[src/lpm_params.svh]
/*
 * constants of the mode register set: addresses, field positions, codes, timing
 * assumes it is included by lpm_pkg.sv and by the design modules, once each
 */
`ifndef LPM_PARAMS_SVH
`define LPM_PARAMS_SVH

// ************************************************************
// mode register addresses
// ************************************************************
`define LPM_ADDR_LATENCY 8'h02
`define LPM_ADDR_DRIVE 8'h03
`define LPM_ADDR_TEMP 8'h04
`define LPM_ADDR_MAKER 8'h05
`define LPM_ADDR_REV1 8'h06
`define LPM_ADDR_REV2 8'h07
`define LPM_ADDR_GEOM 8'h08
`define LPM_ADDR_TEST 8'h09
`define LPM_ADDR_CALIB 8'h0A

// ************************************************************
// field codes
// ************************************************************
`define LPM_RL_MIN_CODE 4'h1
`define LPM_RL_MAX_CODE 4'h6
`define LPM_RL_OFFSET 4'h2
`define LPM_RL_RESET 4'h1
`define LPM_DS_RESET 4'h2
`define LPM_DS_RSVD 4'h5
`define LPM_DS_MIN_CODE 4'h1
`define LPM_DS_MAX_CODE 4'h7
`define LPM_TEMP_TUF_BIT 7
`define LPM_RATE_HOT_BIT 2
`define LPM_RATE_LOW 3'h0
`define LPM_RATE_HIGH 3'h7
`define LPM_RATE_DERATE 3'h6
`define LPM_GEOM_TYPE 2'h0
`define LPM_GEOM_DENSITY 4'h5
`define LPM_GEOM_WIDTH 2'h1
`define LPM_TEST_VALUE 8'h00
`define LPM_READ_ZERO 8'h00
`define LPM_CAL_INIT 8'hFF
`define LPM_CAL_LONG 8'hAB
`define LPM_CAL_SHORT 8'h56
`define LPM_CAL_RESET 8'hC3
`define LPM_STR_NONE 2'h0
`define LPM_STR_TIED 2'h1
`define LPM_STR_PASS 2'h3

// ************************************************************
// forbidden non-wrap start columns
// ************************************************************
`define LPM_COL_PAGE_LO 10'h3FE
`define LPM_COL_SUB_LO 10'h1FE
`define LPM_COL_SPAN 10'h004

// ************************************************************
// timing: times in ns, counts rounded up to whole cycles
// ************************************************************
`define LPM_CLK_NS 50
`define LPM_CAL_INIT_NS 1000
`define LPM_CAL_LONG_NS 360
`define LPM_CAL_SHORT_NS 90
`define LPM_CAL_RESET_NS 50
// edges after reset before the synchroniser shows a real pin level
`define LPM_SYNC_SETTLE 3'h4
`define LPM_CYC(ns) (((ns) + `LPM_CLK_NS - 1) / `LPM_CLK_NS)

`endif

[src/lpm_pkg.sv]
/*
 * types shared by the mode register set modules
 * assumes lpm_params.svh sits in the same folder
 */
`include "lpm_params.svh"

package lpm_pkg;
   typedef enum logic [1:0] {
      LPM_CAL_IDLE = 2'b00,
      LPM_CAL_RUN = 2'b01,
      LPM_CAL_DONE = 2'b11
   } lpm_cal_state_t;

   typedef enum logic [1:0] {
      LPM_KIND_INIT = 2'b00,
      LPM_KIND_LONG = 2'b01,
      LPM_KIND_SHORT = 2'b10,
      LPM_KIND_RESET = 2'b11
   } lpm_cal_kind_t;
endpackage

[src/lpm_sync.sv]
/*
 * three-stage synchroniser for pin-level inputs; output follows once stages 2 and 3 agree
 * assumes inputs are quasi-static levels from outside the clk_sys domain
 */
`timescale 1ns/1ps

module lpm_sync import lpm_pkg::*; #(
   parameter int WIDTH = 4
) (
   // clock and reset
   input wire logic clk_sys,
   input wire logic srst,
   // pin levels
   input wire logic [WIDTH-1:0] pin_in,
   output logic [WIDTH-1:0] level_out
);
   typedef struct packed {
      logic [WIDTH-1:0] s1;
      logic [WIDTH-1:0] s2;
      logic [WIDTH-1:0] s3;
      logic [WIDTH-1:0] q;
   } lpm_sync_state_t;

   lpm_sync_state_t st_reg;
   lpm_sync_state_t st_next;

   always_comb begin
      st_next = st_reg;
      st_next.s1 = pin_in;
      st_next.s2 = st_reg.s1;
      st_next.s3 = st_reg.s2;
      // per bit: only a value seen twice in a row is passed on
      for (int i = 0; i < WIDTH; i++) begin
         if (st_reg.s2[i] == st_reg.s3[i]) begin
            st_next.q[i] = st_reg.s3[i];
         end
      end
   end

   always_ff @(posedge clk_sys) begin
      if (srst) begin
         st_reg <= '0;
      end else begin
         st_reg <= st_next;
      end
   end

   assign level_out = st_reg.q;
endmodule

[src/lpm_mode_regs.sv]
/*
 * mode registers 02h..0Ah of a low-power DDR2 SDRAM: latency, drive, temperature,
 * identification and calibration command, reached by mode register read/write strobes
 * assumes the command decoder delivers one-cycle strobes on clk_sys and that the
 * temperature sensor code and calibration pin strap arrive as asynchronous levels
 */
`timescale 1ns/1ps
`include "lpm_params.svh"

// Operation
// (RULE1) controller avoids non-wrap BL4 starts crossing page or sub-page boundary
// (RULE2) latency register bits 3:0 select read latency 3..8 by codes 1..6
// (RULE3) write latency follows read latency: 1,2,2,3,4,4
// (RULE4) drive register bits 3:0 select output impedance; code 0101b reserved
// (RULE5) temperature register bits 2:0 report required refresh interval code
// (RULE6) update flag bit 7 sets when refresh code changed since last read
// (RULE7) reading the temperature register clears the update flag
// (RULE8) update flag is zero at power-up; refresh code undefined until updated
// (RULE9) refresh code bit 2 set means device hotter than 85 degrees
// (RULE10) controller treats refresh codes 000b and 111b as out of range
// (RULE11) controller derates core row timings by 1.875 ns when indicated
// (RULE12) register 05h returns eight-bit maker identification
// (RULE13) register 06h returns first revision identifier
// (RULE14) register 07h returns second revision identifier
// (RULE15) register 08h reports type, density 2 gigabit and x16 width
// (RULE16) register 09h is reserved for vendor test mode
// (RULE17) calibration register codes start init, long, short or reset calibration
// (RULE18) reserved calibration codes are ignored
// (RULE19) controller never writes reserved calibration codes
// (RULE20) calibration pin tied to supply: default calibration, commands ignored
// (RULE21) pin to ground via reference resistor: all calibration commands work
// (RULE22) self-test report updates when initialization calibration completes
module lpm_mode_regs import lpm_pkg::*; #(
   parameter logic [7:0] MAKER_ID = 8'h5A, // arbitrary value
   parameter logic [7:0] REV_ID_ONE = 8'h01, // arbitrary value
   parameter logic [7:0] REV_ID_TWO = 8'h02 // arbitrary value
) (
   // clock and reset
   input wire logic clk_sys,
   input wire logic srst,
   // mode register write
   input wire logic mrw_valid,
   input wire logic [7:0] mrw_addr,
   input wire logic [7:0] mrw_data,
   // mode register read
   input wire logic mrr_valid,
   input wire logic [7:0] mrr_addr,
   output logic [7:0] mrr_data,
   output logic mrr_done,
   // burst start check
   input wire logic burst_check,
   input wire logic burst_nowrap_bl4,
   input wire logic [9:0] burst_col,
   output logic burst_violation,
   // pins
   input wire logic [2:0] temp_sensor_code,
   input wire logic calib_pin_tied_supply,
   // configuration towards the core
   output logic [3:0] read_latency,
   output logic [2:0] write_latency,
   output logic [3:0] drive_strength,
   output logic temp_above_85,
   output logic rate_out_of_range,
   output logic derate_timing,
   // calibration engine
   output logic calib_busy,
   output logic [1:0] calib_kind,
   output logic calib_done,
   output logic [1:0] resistor_selftest_report
);
   // ************************************************************
   // state
   // ************************************************************
   typedef struct packed {
      logic [3:0] rl_code;
      logic [3:0] read_latency;
      logic [2:0] write_latency;
      logic [3:0] ds_code;
      logic [2:0] rate;
      logic rate_valid;
      logic temp_update_flag;
      logic hot;
      logic oor;
      logic derate;
      logic [7:0] mrr_data;
      logic mrr_done;
      logic viol;
      lpm_cal_state_t cal_state;
      lpm_cal_kind_t cal_kind;
      logic [5:0] cal_cnt;
      logic cal_busy;
      logic cal_done;
      logic [1:0] selftest;
      logic [2:0] settle;
   } lpm_state_t;

   lpm_state_t st_reg;
   lpm_state_t st_next;

   logic [3:0] pins_q;
   logic [2:0] sensor_code;
   logic pin_tied;

   lpm_sync #(
      .WIDTH(4)
   ) u_sync (
      .clk_sys(clk_sys),
      .srst(srst),
      .pin_in({calib_pin_tied_supply, temp_sensor_code}),
      .level_out(pins_q)
   );

   assign sensor_code = pins_q[2:0];
   assign pin_tied = pins_q[3];

   // ************************************************************
   // helpers
   // ************************************************************
   function automatic logic [2:0] wl_of(input logic [3:0] rl_code);
      case (rl_code)
         4'h1: wl_of = 3'h1;
         4'h2, 4'h3: wl_of = 3'h2;
         4'h4: wl_of = 3'h3;
         default: wl_of = 3'h4;
      endcase
   endfunction

   // true when col falls in the four forbidden starts beginning at lo
   function automatic logic in_window(input logic [9:0] col, input logic [9:0] lo);
      logic [9:0] d;
      d = col - lo;
      in_window = (d < `LPM_COL_SPAN);
   endfunction

   function automatic logic [5:0] cal_cycles(input lpm_cal_kind_t k);
      case (k)
         LPM_KIND_INIT: cal_cycles = 6'(`LPM_CYC(`LPM_CAL_INIT_NS));
         LPM_KIND_LONG: cal_cycles = 6'(`LPM_CYC(`LPM_CAL_LONG_NS));
         LPM_KIND_SHORT: cal_cycles = 6'(`LPM_CYC(`LPM_CAL_SHORT_NS));
         default: cal_cycles = 6'(`LPM_CYC(`LPM_CAL_RESET_NS));
      endcase
   endfunction

   logic wr_lat;
   logic wr_drv;
   logic wr_cal;
   logic rd_temp;
   logic cal_code_ok;
   lpm_cal_kind_t cal_code_kind;

   assign wr_lat = mrw_valid && (mrw_addr == `LPM_ADDR_LATENCY);
   assign wr_drv = mrw_valid && (mrw_addr == `LPM_ADDR_DRIVE);
   assign wr_cal = mrw_valid && (mrw_addr == `LPM_ADDR_CALIB);
   assign rd_temp = mrr_valid && (mrr_addr == `LPM_ADDR_TEMP);

   always_comb begin
      cal_code_ok = 1'b1;
      cal_code_kind = LPM_KIND_RESET;
      case (mrw_data) // [RULE17]
         `LPM_CAL_INIT: cal_code_kind = LPM_KIND_INIT;
         `LPM_CAL_LONG: cal_code_kind = LPM_KIND_LONG;
         `LPM_CAL_SHORT: cal_code_kind = LPM_KIND_SHORT;
         `LPM_CAL_RESET: cal_code_kind = LPM_KIND_RESET;
         default: cal_code_ok = 1'b0; // [RULE18]
      endcase
   end

   // ************************************************************
   // next state
   // ************************************************************
   always_comb begin
      st_next = st_reg;
      st_next.mrr_done = 1'b0;
      st_next.viol = 1'b0;
      st_next.cal_done = 1'b0;

      // reserved latency codes leave the setting untouched
      if (wr_lat && mrw_data[3:0] >= `LPM_RL_MIN_CODE
          && mrw_data[3:0] <= `LPM_RL_MAX_CODE) begin // [RULE2]
         st_next.rl_code = mrw_data[3:0];
         st_next.read_latency = 4'(mrw_data[3:0] + `LPM_RL_OFFSET);
         st_next.write_latency = wl_of(mrw_data[3:0]); // [RULE3]
      end

      if (wr_drv && mrw_data[3:0] != `LPM_DS_RSVD && mrw_data[3:0] >= `LPM_DS_MIN_CODE
          && mrw_data[3:0] <= `LPM_DS_MAX_CODE) begin // [RULE4]
         st_next.ds_code = mrw_data[3:0];
      end

      // synchroniser output is its reset value at first; loading that would fake a change
      if (st_reg.settle != `LPM_SYNC_SETTLE) begin
         st_next.settle = st_reg.settle + 3'h1;
      end
      // refresh code tracks the sensor; first load is not a change
      if (st_reg.settle == `LPM_SYNC_SETTLE
          && (sensor_code != st_reg.rate || !st_reg.rate_valid)) begin // [RULE5]
         st_next.rate = sensor_code;
         st_next.rate_valid = 1'b1;
      end
      st_next.hot = st_next.rate[`LPM_RATE_HOT_BIT]; // [RULE9]
      st_next.oor = (st_next.rate == `LPM_RATE_LOW) || (st_next.rate == `LPM_RATE_HIGH);
      st_next.derate = (st_next.rate == `LPM_RATE_DERATE);

      // a change in the same cycle as the read wins over the clear
      if (rd_temp) begin
         st_next.temp_update_flag = 1'b0; // [RULE7]
      end
      if (st_reg.rate_valid && sensor_code != st_reg.rate) begin
         st_next.temp_update_flag = 1'b1; // [RULE6]
      end

      if (mrr_valid) begin
         st_next.mrr_done = 1'b1;
         case (mrr_addr)
            `LPM_ADDR_TEMP: st_next.mrr_data = {st_reg.temp_update_flag, 4'h0, st_reg.rate};
            `LPM_ADDR_MAKER: st_next.mrr_data = MAKER_ID; // [RULE12]
            `LPM_ADDR_REV1: st_next.mrr_data = REV_ID_ONE; // [RULE13]
            `LPM_ADDR_REV2: st_next.mrr_data = REV_ID_TWO; // [RULE14]
            `LPM_ADDR_GEOM: st_next.mrr_data = {`LPM_GEOM_WIDTH, `LPM_GEOM_DENSITY,
               `LPM_GEOM_TYPE}; // [RULE15]
            `LPM_ADDR_TEST: st_next.mrr_data = `LPM_TEST_VALUE; // [RULE16]
            default: st_next.mrr_data = `LPM_READ_ZERO;
         endcase
      end

      // flags a controller start that the boundary table forbids
      if (burst_check && burst_nowrap_bl4) begin
         st_next.viol = in_window(burst_col, `LPM_COL_PAGE_LO)
            || in_window(burst_col, `LPM_COL_SUB_LO); // [RULE1]
      end

      unique case (st_reg.cal_state)
         LPM_CAL_IDLE: begin
            if (wr_cal && cal_code_ok && pin_tied) begin
               // default calibration only; an init command reports the strap as tied
               if (cal_code_kind == LPM_KIND_INIT) begin
                  st_next.selftest = `LPM_STR_TIED; // [RULE20]
               end
            end else if (wr_cal && cal_code_ok) begin // [RULE21]
               st_next.cal_state = LPM_CAL_RUN;
               st_next.cal_kind = cal_code_kind;
               st_next.cal_cnt = cal_cycles(cal_code_kind) - 6'h01;
               st_next.cal_busy = 1'b1;
            end
         end
         LPM_CAL_RUN: begin
            // commands arriving while busy are dropped
            if (st_reg.cal_cnt == 6'h00) begin
               st_next.cal_state = LPM_CAL_DONE;
               st_next.cal_busy = 1'b0;
               st_next.cal_done = 1'b1;
               if (st_reg.cal_kind == LPM_KIND_INIT) begin
                  st_next.selftest = `LPM_STR_PASS; // [RULE22]
               end
            end else begin
               st_next.cal_cnt = st_reg.cal_cnt - 6'h01;
            end
         end
         LPM_CAL_DONE: begin
            st_next.cal_state = LPM_CAL_IDLE;
         end
         default: begin
            st_next.cal_state = LPM_CAL_IDLE;
            st_next.cal_busy = 1'b0;
         end
      endcase
   end

   always_ff @(posedge clk_sys) begin
      if (srst) begin
         st_reg <= '0;
         st_reg.rl_code <= `LPM_RL_RESET;
         st_reg.read_latency <= `LPM_RL_RESET + `LPM_RL_OFFSET;
         st_reg.write_latency <= 3'h1;
         st_reg.ds_code <= `LPM_DS_RESET;
         st_reg.temp_update_flag <= 1'b0; // [RULE8]
         st_reg.cal_state <= LPM_CAL_IDLE;
         st_reg.selftest <= `LPM_STR_NONE;
      end else begin
         st_reg <= st_next;
      end
   end

   // ************************************************************
   // outputs
   // ************************************************************
   assign mrr_data = st_reg.mrr_data;
   assign mrr_done = st_reg.mrr_done;
   assign burst_violation = st_reg.viol;
   assign read_latency = st_reg.read_latency;
   assign write_latency = st_reg.write_latency;
   assign drive_strength = st_reg.ds_code;
   assign temp_above_85 = st_reg.hot;
   assign rate_out_of_range = st_reg.oor; // [RULE10]
   assign derate_timing = st_reg.derate; // [RULE11]
   assign calib_busy = st_reg.cal_busy;
   assign calib_kind = st_reg.cal_kind;
   assign calib_done = st_reg.cal_done;
   assign resistor_selftest_report = st_reg.selftest;
endmodule

[config.mk]
export PLATFORM = sky130hd
export DESIGN_NAME = lpm_mode_regs
export DESIGN_NICKNAME = d
export VERILOG_FILES = /design/src/lpm_pkg.sv /design/src/lpm_sync.sv /design/src/lpm_mode_regs.sv
export VERILOG_INCLUDE_DIRS = /design/src
export SDC_FILE = /design/constraint.sdc
export NUM_CORES = 1
export LEC_CHECK = 0
export BUFFER_PORTS_ARGS = -buffer_cell sky130_fd_sc_hd__buf_4
export CELL_PAD_IN_SITES_DETAIL_PLACEMENT = 0
export CELL_PAD_IN_SITES_GLOBAL_PLACEMENT = 1
export CORE_UTILIZATION = 40
export CTS_BUF_LIST = sky130_fd_sc_hd__clkbuf_4 sky130_fd_sc_hd__clkbuf_8 sky130_fd_sc_hd__clkbuf_16
export CTS_CLUSTER_DIAMETER = 100
export DETAILED_ROUTE_END_ITERATION = 8
export PLACE_DENSITY_LB_ADDON = 0.1
export SETUP_SLACK_MARGIN = 0.02
export SLEW_MARGIN = 25
export SYNTH_ARGS = -nofsm -noshare
export SYNTH_HDL_FRONTEND = slang
export SYNTH_SLANG_ARGS = --single-unit
[constraint.sdc]
create_clock -name clk_sys -period 3.6 [get_ports clk_sys]
set_input_delay 0.18 -clock clk_sys [delete_from_list [all_inputs] [get_ports clk_sys]]
set_output_delay 0.18 -clock clk_sys [all_outputs]
set_load 0.01 [all_outputs]
==> insert_results.sql <==
INSERT INTO impl_metrics (metric_group, metric, value, unit) VALUES
('finish', 'largest_register_ffs', '16', ''),
('floorplanning', 'placement_rows', '30', ''),
('synthesis', 'ys_top_cells_by_area', 'sky130_fd_sc_hd__dfxtp_1 (42%), sky130_fd_sc_hd__buf_4 (6.4%), sky130_fd_sc_hd__nor2b_1 (4.0%)', ''),
('outcome', 'status', 'complete, no violations', ''),
('synthesis', 'post_synth_edffs', '0', ''),
('synthesis', 'synth-warning-count', '0', ''),
('routing', 'detail_route.vias_per_cell', '5.03', ''),
('timing', 'slew_headroom', '57.0', '%'),
('clock_tree', 'clk-insertion-delay-late', '340', 'ps'),
('routing', 'routedWlPerCell', '12.6', 'um'),
('floorplanning', 'dieWidth', '86.1', 'um'),
('global_route', 'grt_start_max_net_pins', '52', ''),
('finish', 'area_delta_synth_final', '20.7', '%'),
('synthesis', 'synthesis.area_per_instance', '8.89', 'sq um'),
('timing', 'worst_slew_pin_slew', '642', 'ps'),
('clock_tree', 'cts_inserted_buffers', '9', ''),
('worst_setup_path', 'critical_path_class', 'flip-flop to flip-flop', ''),
('place', 'place_area', '0.00323', 'sq mm'),
('place', 'pre_cts_ws', '1600', 'ps'),
('timing', 'achievable-frequency', '0.544', 'GHz'),
('routing', 'wirelength', '5810', 'um'),
('global_route', 'first_global_vias', '2131', ''),
('job', 'number_of_max_capacitance_violations_reported', '0', ''),
('clock_tree', 'number_of_buffers_inserted_for_hold_repair_after_clock_tree_synthesis', '0', ''),
('clock_tree', 'h-tree-depth', '3', ''),
('power', 'power_leakage', '0.00142', 'uW'),
('worst_setup_path', 'worstSetupEndpointType', 'flip-flop', ''),
('worst_setup_path', 'worst-endpoint-required', '3840', 'ps'),
('clock_tree', 'cts_tree', 'yes', ''),
('floorplanning', 'die_h', '86.1', 'um'),
('synthesis', 'synth_flop_cell', 'sky130_fd_sc_hd__dfxtp_1', ''),
('timing', 'setup_tns', '0', 'ps'),
('place', 'gp_congestion', '0.750', ''),
('clock_tree', 'cts.reportedPaths.clkPinSlew', '70', 'ps'),
('clock_tree', 'clock_sink_count', '59', ''),
('floorplanning', 'initial_utilization', '41.6', '%'),
('global_route', 'gr-total-overflow', '0', ''),
('clock_tree', 'ctsResizeCount', '0', ''),
('place', 'detailed_place_hpwl', '4120', 'um'),
('timing', 'maxSlewViolCount', '0', ''),
('synthesis', 'synthTopCellsByCount', 'sky130_fd_sc_hd__dfxtp_1 (59), sky130_fd_sc_hd__nor2_1 (29), sky130_fd_sc_hd__nand2_1 (25), sky130_fd_sc_hd__buf_4 (24), sky130_fd_sc_hd__nor2b_1 (18)', ''),
('timing', 'finalCriticalPeriod', '1840', 'ps'),
('synthesis', 'asyncSetResetFlopFracSynth', '0', '%'),
('synthesis', 'synthCells', '318', ''),
('floorplanning', 'die_area', '0.00741', 'sq mm'),
('timing', 'grt_setup_unrepaired', 'false', ''),
('routing', 'antenna_left', '0', ''),
('global_route', 'initial_antenna_violation_count', '0', ''),
('synthesis', 'syn-cell-area', '0.00283', 'sq mm'),
('clock_tree', 'post-cts-setup-buffer-count', '0', ''),
('floorplanning', 'design.portCount', '74', ''),
('timing', 'fin_crit_sh', '51.1', '%'),
('finish', 'design.final.nets', '411', ''),
('worst_setup_path', 'worst_setup_path_start_kind', 'flip-flop', ''),
('synthesis', 'syn_nets', '368', ''),
('power', 'power_density', '394', 'mW/mm^2'),
('finish', 'final_cell_area', '0.00341', 'sq mm'),
('synthesis', 'post_synth_top_area_share', '41.8', '%'),
('finish', 'drive_above_1_share', '27.0', '%'),
('clock_tree', 'cts_max_path_buffers', '2', ''),
('worst_setup_path', 'path_max_fanout', '7', ''),
('synthesis', 'synth_top_area_cell', 'sky130_fd_sc_hd__dfxtp_1', ''),
('timing', 'setup_slack', '1760', 'ps'),
('power', 'totalPowerFinal', '1340', 'uW'),
('finish', 'antenna_cells_inserted', '0', ''),
('routing', 'drt-pass1-iter-count', '4', ''),
('timing', 'finalHoldViolations', '0', ''),
('global_route', 'grt_pass1_wl', '9520', 'um'),
('synthesis', 'synth.distinct_cells', '53', ''),
('power', 'max-vdd-ir-drop', '247', 'uV'),
('synthesis', 'synth-seq-cells', '59', '');
-- cells in the final DEF, fill, tap and decap left out, types with 4 or more instances in the layout --
cell type                  count
sky130_fd_sc_hd__nand2b_1      4
sky130_fd_sc_hd__xnor2_1       6
sky130_fd_sc_hd__o211ai_1      4
sky130_fd_sc_hd__o21ai_0      10
sky130_fd_sc_hd__dfxtp_1      59
sky130_fd_sc_hd__buf_4        70
sky130_fd_sc_hd__nor2b_1      18
sky130_fd_sc_hd__ha_1          6
sky130_fd_sc_hd__nor4_1        5
sky130_fd_sc_hd__nor3_1       17
sky130_fd_sc_hd__clkbuf_8      9
sky130_fd_sc_hd__and3_1        4
sky130_fd_sc_hd__nand3_1       7
sky130_fd_sc_hd__inv_1         8
sky130_fd_sc_hd__nor2_1       29
sky130_fd_sc_hd__nand2_1      25
sky130_fd_sc_hd__a21oi_1      17
sky130_fd_sc_hd__mux2i_1       8
-- worst max-delay path, cell delays in order, from the launching register on --
cell,delay (ps)
sky130_fd_sc_hd__dfxtp_1,390
sky130_fd_sc_hd__inv_1,60
sky130_fd_sc_hd__ha_1,260
sky130_fd_sc_hd__nand2_1,270
sky130_fd_sc_hd__a41oi_1,130
sky130_fd_sc_hd__or3_1,350
sky130_fd_sc_hd__a311oi_1,280
-- metrics by stage --
step / std cells / hold slack, ps / utilization, %
global route: 462 / 42.1 / 50.2
global placement: 446 / 394 / 47.5
detailed placement: 446 / 398 / 47.5
floorplan: 318 / 308 / -
CTS: 462 / 29.1 / 50.2
finish: 462 / 45.8 / 50.2
-- routing by layer --
layer	vias up	GRT usage, %	part of all wire (%)
met2	38	28.5	50
met3	6	6.35	4.1
met1	1094	18.8	45
met4	0	4.85	1.1
li1	1184	-	-
met5	-	0	0
-- path summary, 6_finish.rpt --
path	start	end	slack, ps	cells past startpoint
worst max-delay path	st_reg[0]$_SDFFE_PP0P_	rate_out_of_range$_SDFF_PP0_	1760	6
worst min-delay path	temp_sensor_code[0]	u_sync.st_next[8]$_SDFF_PP0_	50	2
worst max register to register	st_reg[0]$_SDFFE_PP0P_	rate_out_of_range$_SDFF_PP0_	1760	6
worst min register to register	u_sync.st_next[9]$_SDFF_PP0_	u_sync.st_next[5]$_SDFF_PP0_	440	1
-- power breakdown --
part,switching (uW),internal [uW]
Sequential,8.82,666
Combinational,57.2,57.0
Clock,296,260
Total,362,983
-- kinds of logic after synthesis --
kind of cell	after synthesis	share of synthesized area [%]
simple gates	134	26.7
flops	59	41.8
compound gates	55	13.6
buf+inv	47	9.82
xor+xnor	8	2.48
mux	8	2.83
fa+ha+maj	6	2.65
other cells	1	0.133
-- final cells by class --
cell class	count	area [sq um]
sequential	59	1180
clock inverter	7	60.1
multi-input combinational	212	1370
clock buffer	9	124
tap	96	120
timing repair buffer	70	526
inverter	9	33.8
fill	677	3380
Power figures use the tool's default switching activity.
